`src/core/afe_pkg.sv`:
```
// Shared constants, register map and helpers of the AFE power and gain control.
package afe_pkg;

    // ==========================================================
    // Sizes
    localparam int CHANNELS = 4;
    localparam int SAMPLE_W = 16;
    localparam int DATA_W = 24;

    // ==========================================================
    // Register offsets
    localparam logic [7:0] OFS_CONFIG = 8'h00;
    localparam logic [7:0] OFS_GAIN = 8'h04;
    localparam logic [7:0] OFS_STATUS = 8'h08;
    localparam logic [7:0] OFS_THERMO = 8'h0C;
    localparam logic [7:0] OFS_READY = 8'h10;
    localparam logic [7:0] OFS_DATA0 = 8'h20;
    localparam logic [7:0] OFS_RANGE0 = 8'h30;

    // ==========================================================
    // Field positions and reset values
    localparam int CFG_SHUTDOWN_LSB = 0;
    localparam int CFG_SOFT_RESET_LSB = 4;
    localparam int CFG_EXT_REF_BIT = 8;
    localparam int CFG_EXT_CLK_BIT = 9;
    localparam int CFG_W = 10;
    localparam int GAIN_W = 12;
    localparam logic [CFG_W-1:0] CONFIG_RESET = 10'h000;
    localparam logic [GAIN_W-1:0] GAIN_RESET = 12'h000;
    localparam int ST_FULL_SHUTDOWN = 0;
    localparam int ST_MONITORS = 1;
    localparam int ST_CORE_CLOCK = 2;
    localparam int ST_INPUT_CLOCK = 3;
    localparam int ST_INT_REF = 4;

    // ==========================================================
    // Modulator constants
    localparam logic [3:0] THERMO_DEFAULT = 4'h3;
    localparam logic [2:0] GAIN_MAX_CODE = 3'h5;
    localparam logic [19:0] RANGE_BASE_UV = 20'd600000;
    localparam logic signed [27:0] DAC_STEP = 28'sh0004000;
    localparam int OSR = 64;
    localparam int OSR_W = 6;

    // ==========================================================
    // Timing
    localparam int CLOCK_HZ = 20000000;
    localparam int SAMPLE_CLOCK_HZ = 1000000;
    localparam int SAMPLE_DIV = CLOCK_HZ / SAMPLE_CLOCK_HZ;
    localparam int SAMPLE_DIV_W = 5;

    // Undefined gain codes act as gain 1.
    function automatic logic [2:0] gain_shift(input logic [2:0] code);
        return (code > GAIN_MAX_CODE) ? 3'h0 : code;
    endfunction

    // Merges write data into a register under the APB byte strobes.
    function automatic logic [31:0] apply_strb(input logic [31:0] old_word,
                                               input logic [31:0] new_word,
                                               input logic [3:0] strb);
        logic [31:0] result;
        result = old_word;
        for (int b = 0; b < 4; b++) begin
            if (strb[b]) begin
                result[8*b +: 8] = new_word[8*b +: 8];
            end
        end
        return result;
    endfunction

endpackage

```
`src/core/chan_if.sv`:
```
// Control and result signals between the control top and one channel modulator.
`timescale 1ns/1ps
interface chan_if;
    logic sample_tick;
    logic powered_down;
    logic soft_reset;
    logic [2:0] gain_code;
    logic signed [15:0] sample;
    logic [3:0] thermo;
    logic signed [23:0] data;
    logic data_ready;

    modport ctrl (output sample_tick, powered_down, soft_reset, gain_code, sample,
                  input thermo, data, data_ready);
    modport chan (input sample_tick, powered_down, soft_reset, gain_code, sample,
                  output thermo, data, data_ready);
endinterface

```
`src/core/afe_power_and_gain_control.sv`:
```
// APB-controlled power mode and gain control for a four-channel converter front end.
`timescale 1ns/1ps
module afe_power_and_gain_control (
    input wire logic ref_clk,
    input wire logic rstn,
    input wire logic psel,
    input wire logic penable,
    input wire logic pwrite,
    input wire logic [7:0] paddr,
    input wire logic [31:0] pwdata,
    input wire logic [3:0] pstrb,
    output logic [31:0] prdata,
    output logic pready,
    output logic pslverr,
    input wire logic [afe_pkg::CHANNELS*afe_pkg::SAMPLE_W-1:0] channel_sample,
    output logic [afe_pkg::CHANNELS*4-1:0] channel_thermo,
    output logic [afe_pkg::CHANNELS-1:0] channel_data_ready,
    output logic [afe_pkg::CHANNELS-1:0] channel_shutdown,
    output logic modulator_sample_clock,
    output logic avdd_monitor_en,
    output logic dvdd_monitor_en,
    output logic core_clock_en,
    output logic input_clock_en,
    output logic internal_ref_en,
    output logic full_shutdown
);
    import afe_pkg::*;

    // ==========================================================
    // Reset release

    // Reset takes hold at once but leaves on the clock, through two stages.
    logic rst_meta_n;
    logic rst_n;

    always_ff @(posedge ref_clk or negedge rstn) begin
        if (!rstn) begin
            rst_meta_n <= 1'b0;
            rst_n <= 1'b0;
        end else begin
            rst_meta_n <= 1'b1;
            rst_n <= rst_meta_n;
        end
    end

    // ==========================================================
    // Configuration state

    logic [CFG_W-1:0] config_reg;
    logic [GAIN_W-1:0] gain_reg;
    logic [CHANNELS-1:0] ready_sticky;

    // Named slices of the configuration word.
    wire [3:0] shutdown_bits = config_reg[CFG_SHUTDOWN_LSB +: 4];
    wire [3:0] soft_reset_bits = config_reg[CFG_SOFT_RESET_LSB +: 4];
    wire ext_ref = config_reg[CFG_EXT_REF_BIT];
    wire ext_clk = config_reg[CFG_EXT_CLK_BIT];

    // ==========================================================
    // Power mode decode

    // Full shutdown needs every channel down and both externals chosen.
    wire next_full = (&shutdown_bits) & ext_ref & ext_clk;
    // Clearing any one of those bits brings the monitors straight back.
    wire next_monitors = ~next_full;
    // The core clock stops once no channel can convert.
    wire next_core_clk = ~(&(shutdown_bits | soft_reset_bits));
    // All channels down, which full shutdown implies, starves the inputs.
    wire next_input_clk = ~(&shutdown_bits);
    // The internal reference also rests whenever the external one is chosen.
    wire next_int_ref = ~ext_ref & ~next_full;

    // Supply monitors follow full shutdown alone.
    always_ff @(posedge ref_clk or negedge rst_n) begin
        if (!rst_n) begin
            full_shutdown <= 1'b0;
            avdd_monitor_en <= 1'b1;
            dvdd_monitor_en <= 1'b1;
        end else begin
            full_shutdown <= next_full;
            avdd_monitor_en <= next_monitors;
            dvdd_monitor_en <= next_monitors;
        end
    end

    // Clock gates for the digital core and the input structure.
    always_ff @(posedge ref_clk or negedge rst_n) begin
        if (!rst_n) begin
            core_clock_en <= 1'b1;
            input_clock_en <= 1'b1;
        end else begin
            core_clock_en <= next_core_clk;
            input_clock_en <= next_input_clk;
        end
    end

    // Reference enable and per-channel shutdown flags.
    always_ff @(posedge ref_clk or negedge rst_n) begin
        if (!rst_n) begin
            internal_ref_en <= 1'b1;
            channel_shutdown <= '0;
        end else begin
            internal_ref_en <= next_int_ref;
            channel_shutdown <= shutdown_bits;
        end
    end

    // ==========================================================
    // Sample clock divider

    logic [SAMPLE_DIV_W-1:0] div_count;
    logic sample_tick;

    wire div_last = (div_count == SAMPLE_DIV_W'(SAMPLE_DIV - 1));
    // High for the first half of each period, low for the rest.
    wire div_high = (div_count < SAMPLE_DIV_W'(SAMPLE_DIV / 2));

    // The divider clears to zero while the core clock is off, so nothing toggles inside.
    always_ff @(posedge ref_clk or negedge rst_n) begin
        if (!rst_n) begin
            div_count <= '0;
        end else if (next_core_clk) begin
            div_count <= div_last ? '0 : div_count + 1'b1;
        end else begin
            div_count <= '0;
        end
    end

    // Tick and square wave are decoded from the count and stop with it.
    always_ff @(posedge ref_clk or negedge rst_n) begin
        if (!rst_n) begin
            sample_tick <= 1'b0;
            modulator_sample_clock <= 1'b0;
        end else if (next_core_clk) begin
            sample_tick <= div_last;
            modulator_sample_clock <= div_high;
        end else begin
            sample_tick <= 1'b0;
            modulator_sample_clock <= 1'b0;
        end
    end

    // ==========================================================
    // Channels

    // Each channel talks to the top through its own interface instance.
    chan_if links[CHANNELS] ();
    logic [3:0] thermo_word [CHANNELS];
    logic signed [23:0] data_word [CHANNELS];
    logic [CHANNELS-1:0] ready_pulse;

    // All channels share one tick, so channels released from idle in the same cycle keep their windows in step.
    for (genvar g = 0; g < CHANNELS; g++) begin : gen_chan
        assign links[g].sample_tick = sample_tick;
        assign links[g].powered_down = shutdown_bits[g];
        assign links[g].soft_reset = soft_reset_bits[g];
        assign links[g].gain_code = gain_reg[3*g +: 3];
        assign links[g].sample = channel_sample[SAMPLE_W*g +: SAMPLE_W];
        assign thermo_word[g] = links[g].thermo;
        assign data_word[g] = links[g].data;
        assign ready_pulse[g] = links[g].data_ready;
        assign channel_thermo[4*g +: 4] = links[g].thermo;
        assign channel_data_ready[g] = links[g].data_ready;

        channel_modulator u_mod (
            .ref_clk(ref_clk),
            .rst_n(rst_n),
            .link(links[g])
        );
    end

    // ==========================================================
    // APB decode

    // A transfer completes at the edge that sees psel, penable and pready.
    wire access = psel & penable;
    wire complete = access & pready;
    wire answer = access & ~pready;
    wire [7:0] word_addr = {paddr[7:2], 2'b00};
    wire [1:0] chan_sel = word_addr[3:2];

    // Data and range words repeat per channel at word steps.
    wire hit_config = (word_addr == OFS_CONFIG);
    wire hit_gain = (word_addr == OFS_GAIN);
    wire hit_status = (word_addr == OFS_STATUS);
    wire hit_thermo = (word_addr == OFS_THERMO);
    wire hit_ready = (word_addr == OFS_READY);
    wire hit_data = (word_addr[7:4] == OFS_DATA0[7:4]);
    wire hit_range = (word_addr[7:4] == OFS_RANGE0[7:4]);
    wire mapped = hit_config | hit_gain | hit_status | hit_thermo | hit_ready | hit_data | hit_range;

    // The bus ignores power state, so software can always leave shutdown.
    wire write_config = complete & pwrite & hit_config;
    wire write_gain = complete & pwrite & hit_gain;
    // Writing ones to the ready word clears those flags.
    wire write_ready = complete & pwrite & hit_ready;

    // Byte lanes merge into the stored word; the sticky clear looks at lane zero only.
    wire [31:0] config_word = {{(32-CFG_W){1'b0}}, config_reg};
    wire [31:0] gain_word = {{(32-GAIN_W){1'b0}}, gain_reg};
    wire [31:0] config_merged = apply_strb(config_word, pwdata, pstrb);
    wire [31:0] gain_merged = apply_strb(gain_word, pwdata, pstrb);
    wire [3:0] ready_clear = write_ready & pstrb[0] ? pwdata[3:0] : 4'h0;

    // ==========================================================
    // Read selection

    // The range halves per gain step; undefined codes read as gain one.
    wire [2:0] sel_shift = gain_shift(gain_reg[3*chan_sel +: 3]);
    wire [19:0] sel_range = RANGE_BASE_UV >> sel_shift;

    // Status bits sit at the package field positions.
    wire [31:0] status_word = (32'(next_full) << ST_FULL_SHUTDOWN)
                            | (32'(next_monitors) << ST_MONITORS)
                            | (32'(next_core_clk) << ST_CORE_CLOCK)
                            | (32'(next_input_clk) << ST_INPUT_CLOCK)
                            | (32'(next_int_ref) << ST_INT_REF);
    wire [31:0] thermo_all = {16'h0, thermo_word[3], thermo_word[2], thermo_word[1], thermo_word[0]};
    // Data reads are sign-extended to the full bus word.
    wire [31:0] data_sel = {{8{data_word[chan_sel][23]}}, data_word[chan_sel]};
    wire [31:0] range_sel = {12'h0, sel_range};

    // Unmapped addresses read as zero and raise the error flag.
    wire [31:0] read_word =
        hit_config ? config_word :
        hit_gain ? gain_word :
        hit_status ? status_word :
        hit_thermo ? thermo_all :
        hit_ready ? {28'h0, ready_sticky} :
        hit_data ? data_sel :
        hit_range ? range_sel : 32'h0000_0000;

    // ==========================================================
    // Bus response, one wait state

    always_ff @(posedge ref_clk or negedge rst_n) begin
        if (!rst_n) begin
            pready <= 1'b0;
            pslverr <= 1'b0;
        end else begin
            pready <= answer;
            pslverr <= answer & ~mapped;
        end
    end

    // Read data stands only in the answer cycle, zero otherwise.
    always_ff @(posedge ref_clk or negedge rst_n) begin
        if (!rst_n) begin
            prdata <= '0;
        end else if (answer & ~pwrite) begin
            prdata <= read_word;
        end else begin
            prdata <= '0;
        end
    end

    // ==========================================================
    // Register updates

    // Power modes never touch these; only reset and writes do.
    always_ff @(posedge ref_clk or negedge rst_n) begin
        if (!rst_n) begin
            config_reg <= CONFIG_RESET;
        end else if (write_config) begin
            config_reg <= config_merged[CFG_W-1:0];
        end
    end

    // Gain fields change only by a write.
    always_ff @(posedge ref_clk or negedge rst_n) begin
        if (!rst_n) begin
            gain_reg <= GAIN_RESET;
        end else if (write_gain) begin
            gain_reg <= gain_merged[GAIN_W-1:0];
        end
    end

    // A new data ready in the clearing cycle stays set.
    always_ff @(posedge ref_clk or negedge rst_n) begin
        if (!rst_n) begin
            ready_sticky <= '0;
        end else begin
            ready_sticky <= (ready_sticky & ~ready_clear) | ready_pulse;
        end
    end

endmodule // afe_power_and_gain_control

```
`src/core/channel_modulator.sv`:
```
// Second-order five-level modulator model with a simple decimating accumulator.
`timescale 1ns/1ps
module channel_modulator (
    input wire logic ref_clk,
    input wire logic rst_n,
    chan_if.chan link
);
    import afe_pkg::*;

    logic signed [27:0] integ1;
    logic signed [27:0] integ2;
    logic [3:0] thermo;
    logic signed [9:0] acc;
    logic [OSR_W-1:0] osr_count;
    logic signed [23:0] data;
    logic data_ready;

    // ==========================================================
    // Gain and loop arithmetic
    wire [2:0] shift = gain_shift(link.gain_code);
    wire signed [27:0] sample_ext = {{12{link.sample[15]}}, link.sample};
    wire signed [27:0] scaled = sample_ext <<< shift;
    wire [2:0] ones = 3'(thermo[0]) + 3'(thermo[1]) + 3'(thermo[2]) + 3'(thermo[3]);
    wire signed [2:0] level = $signed(ones) - 3'sd2;
    wire signed [27:0] feedback = 28'(level * DAC_STEP);
    wire signed [27:0] next_integ1 = integ1 + scaled - feedback;
    wire signed [27:0] next_integ2 = integ2 + integ1 - feedback;
    wire signed [27:0] half = DAC_STEP >>> 1;
    wire signed [27:0] three_half = DAC_STEP + half;
    wire [3:0] next_thermo = {next_integ2 > three_half, next_integ2 > half,
                              next_integ2 > -half, next_integ2 > -three_half};
    wire signed [9:0] next_acc = acc + 10'(level);
    wire last = (osr_count == OSR_W'(OSR - 1));
    wire idle = link.powered_down | link.soft_reset;

    // ==========================================================
    // Loop state
    always_ff @(posedge ref_clk or negedge rst_n) begin
        if (!rst_n) begin
            integ1 <= '0;
            integ2 <= '0;
            thermo <= THERMO_DEFAULT;
            acc <= '0;
            osr_count <= '0;
            data <= '0;
            data_ready <= 1'b0;
        end else if (idle) begin
            integ1 <= '0;
            integ2 <= '0;
            thermo <= THERMO_DEFAULT;
            acc <= '0;
            osr_count <= '0;
            data <= '0;
            data_ready <= 1'b0;
        end else if (link.sample_tick) begin
            integ1 <= next_integ1;
            integ2 <= next_integ2;
            thermo <= next_thermo;
            osr_count <= last ? '0 : osr_count + 1'b1;
            acc <= last ? '0 : next_acc;
            if (last) begin
                data <= 24'(next_acc) <<< 15;
            end
            data_ready <= last;
        end else begin
            data_ready <= 1'b0;
        end
    end

    assign link.thermo = thermo;
    assign link.data = data;
    assign link.data_ready = data_ready;

endmodule // channel_modulator

```
`config.mk`:
```
export PLATFORM = sky130hd
export DESIGN_NAME = afe_power_and_gain_control
export DESIGN_NICKNAME = d
export VERILOG_FILES = /design/src/core/afe_pkg.sv /design/src/core/chan_if.sv /design/src/core/afe_power_and_gain_control.sv /design/src/core/channel_modulator.sv
export SDC_FILE = /design/constraint.sdc
export NUM_CORES = 2
export LEC_CHECK = 0
export BUFFER_PORTS_ARGS = -buffer_cell sky130_fd_sc_hd__clkbuf_2
export CAP_MARGIN = 10
export CORE_MARGIN = 3
export CORE_UTILIZATION = 30
export CTS_BUF_LIST = sky130_fd_sc_hd__clkbuf_8
export DETAILED_ROUTE_END_ITERATION = 8
export GPL_TIMING_DRIVEN = 0
export HOLD_SLACK_MARGIN = 0.1
export SETUP_SLACK_MARGIN = 0.4
export SLEW_MARGIN = 20
export SYNTH_ARGS = -nofsm -noshare
export SYNTH_HDL_FRONTEND = slang
export SYNTH_SLANG_ARGS = --single-unit
```
`constraint.sdc`:
```
create_clock -name ref_clk -period 25.5 [get_ports ref_clk]
set_input_delay 5.1 -clock ref_clk [delete_from_list [all_inputs] [get_ports ref_clk]]
set_output_delay 5.1 -clock ref_clk [all_outputs]
set_load 0.01 [all_outputs]
```
==> impl_metrics.yaml <==
status:
  status: "finished, final reports clean"
run:
  maxCapViolCount: 0
critical_path:
  cp_cell_sequence: "clkbuf_2 > inv_1 > nor2_1 > a21oi_1 > and2_1 > o31ai_1 > xor2_1 > ha_1 > ha_1 > a2111oi_0 > o31ai_1 > a21oi_1 > a31oi_1 > or4_1 > a31oi_1 > xor2_1 > a21oi_1"
  timing.critical_path.required_ps: 26090
  start_kind: "input pin"
  criticalPathCategory: "input pin to flop"
  worst_path_most_repeated_cell: "sky130_fd_sc_hd__a21oi_1"
  worst-path-max-fanout: 8
  end_kind: "flop"
  data_arrival_at_the_endpoint_of_the_critical_path_ps: 9340
  critical-path-slowest-cell: "sky130_fd_sc_hd__a2111oi_0"
  critical_path.max_stage_delay_ps: 650
sta:
  fin_setup_tns_ps: 0
  worst_slew_pin_slew_ps: 1230
  timing.clock.skew_ps: 39.1
  period_share_pct: 34.3
  timing.hold.ws_ps: 304
  timing.slew.headroom_pct: 17.2
  period_needed_ps: 8750
  timing.final.hold_violations: 0
  rsz0062_at_grt: "false"
  fmax_mhz: 114
  slew_viol_final: 0
  number_of_setup_violations_in_the_final_report: 0
logic_synthesis:
  synthFlopType: "sky130_fd_sc_hd__dfrtp_1"
  synth.distinct_cells: 94
  synthesis.nets: 5109
  syn-cell-area_um2: 38000
  ys.warnings.count: 0
  syn-mean-instance-area_um2: 8.41
  synth_sequential_area_ratio_pct: 27.1
  number_of_enable_type_register_cells_in_the_synthesized_netlist: 0
  synth-async-reset-ratio_pct: 100
  ys_seq_elements: 410
  syn_inst: 4513
die:
  dieArea_um2: 131000
  fp-row-count: 129
  die-height_um: 362
  ioPinCount: 178
  die_w_um: 362
  area_of_the_core_region_um2: 125000
  initial_util_pct: 30.5
detailed_routing:
  post-route-drc-count: 0
  route.detailed.wl_per_inst_um: 19.6
  drt_first_iter_violations: 2772
  route.vias.total: 33900
  drt_first_pass_iters: 6
  routed_wirelength_mm: 127
  viasPerCell: 5.25
  route.antenna.remaining_nets: 0
finish:
  nFillCells: 13000
  final_cell_count_no_fill: 6470
  mostFrequentLayoutCells: "sky130_fd_sc_hd__inv_1 (643), sky130_fd_sc_hd__dfrtp_1 (397), sky130_fd_sc_hd__ha_1 (379)"
  most_frequent_standard_cell_in_the_layout_excluding_fill_and_tap_cells: "sky130_fd_sc_hd__inv_1"
  area.growth.synth_to_final_pct: 13.3
  final_net_count: 5358
  drive_above_1_share_pct: 9.01
  layout.area.seq_um2: 10300
  multi_input_gate_area_um2: 24600
  design_area_um2: 43000
  largest_registers: "gen_chan.u_mod.integ1 (112), gen_chan.u_mod.integ2 (112)"
grt:
  number_of_antenna_violations_at_the_first_check_in_global_routing: 12
  gr-total-overflow: 0
  grtUsageTotal_pct: 19.0
  grt_pass1_vias: 33000
  largest_net_degree_at_the_start_of_global_routing: 56
  grt_first_pass_wirelength_mm: 195
cts:
  root_buffer: "sky130_fd_sc_hd__clkbuf_8"
  clkSinkCount: 410
  post-cts-setup-buffer-count: 0
  clkTransAtPathRegs_ps: 70
  cts_resized: 0
  hold_buffers: 0
  clockBufferDepth: 3
  tritoncts_clock_tree: "done"
  htreeDepth: 3
  clkLatencyLatePin_ps: 730
  numCtsBuffers: 82
place:
  detailedPlacementHpwl_mm: 99.5
  dpl-instance-area_um2: 41100
  routabilityCongestion: 0.930
  dpl.cell_count: 6315
  port-buffer-count: 152
worst_hold_path:
  min-delay-path-class: "flop to async pin"
## metrics by stage
stage                     setup WS [ps]  utilization [%]
after floorplan                   13250                -
after CTS                         16860             34.5
after global routing              16480             34.5
final                             16750             34.5
after global placement             7000             32.7
after detailed placement          16110             33.0
## cell type report
cell class,instances,share of cell area [%]
buffer,175,1.68
antenna,4,0.0233
clock buffer,105,3.36
inverter,631,5.51
multi-input combinational,3297,57.3
sequential,410,23.9
clock inverter,46,1.00
tap,1637,4.76
timing repair buffer,165,2.48
## per-layer routing
| layer | global-route usage, % | part of all wire [%] |
|---|---|---|
| met3 | 3.05 | 6.4 |
| met2 | 30.2 | 44 |
| met4 | 5.64 | 2.8 |
| met1 | 26.5 | 46 |
| met5 | 0 | 0.050 |
## kinds of logic (layout without fill, tap and decap cells)
logic type,after synthesis,count (layout),synth area share [%]
buffers and inverters,806,1122,8.10
adders and majority gates,485,485,17.9
AOI/OAI and AO/OA,1065,1065,18.8
other,1,5,0.00988
and+or+nand+nor,1283,1283,16.2
DFF,410,410,27.1
xor gates and xnor gates,224,224,5.17
muxes,239,239,6.80
## synth_stat cells (all sizes together), types with 92 or more instances
| master | instances | area [um^2] |
|---|---|---|
| o21ai | 172 | 861 |
| nand2 | 365 | 1370 |
| xnor2 | 142 | 1240 |
| clkbuf | 139 | 522 |
| nor3 | 94 | 470 |
| fa | 100 | 2000 |
| mux2i | 204 | 2040 |
| a21oi | 288 | 1450 |
| dfrtp | 398 | 9960 |
| a21o | 92 | 691 |
| inv | 627 | 2350 |
| ha | 383 | 4790 |
| nor2 | 371 | 1390 |
## final timing paths
path	cells past startpoint	end	startpoint	slack, ps
min	0	prdata[13]	rst_n	300
min in group ref_clk	0	rst_n	rst_meta_n	350
min reg2reg	0	prdata[13]	rst_n	300
max in group asynchronous	1	rst_n	rstn	21220
max	17	gen_chan[1].u_mod.integ1[26]	channel_sample[31]	16750
max reg2reg	21	gen_chan[3].u_mod.integ1[27]	gain_reg[9]	19050
## critical path: cells and delay by family
kind / cells / cell delay (ps)
XOR/XNOR: 2 / 360
buffers and inverters: 2 / 500
adder cells (fa/ha/maj): 2 / 500
AO/OA/AOI/OAI: 8 / 2080
AND/OR/NAND/NOR: 3 / 780
Power is left out: the tool's default activity adds up to more than one toggle a clock period on the data nets, which glitch-free logic cannot reach.
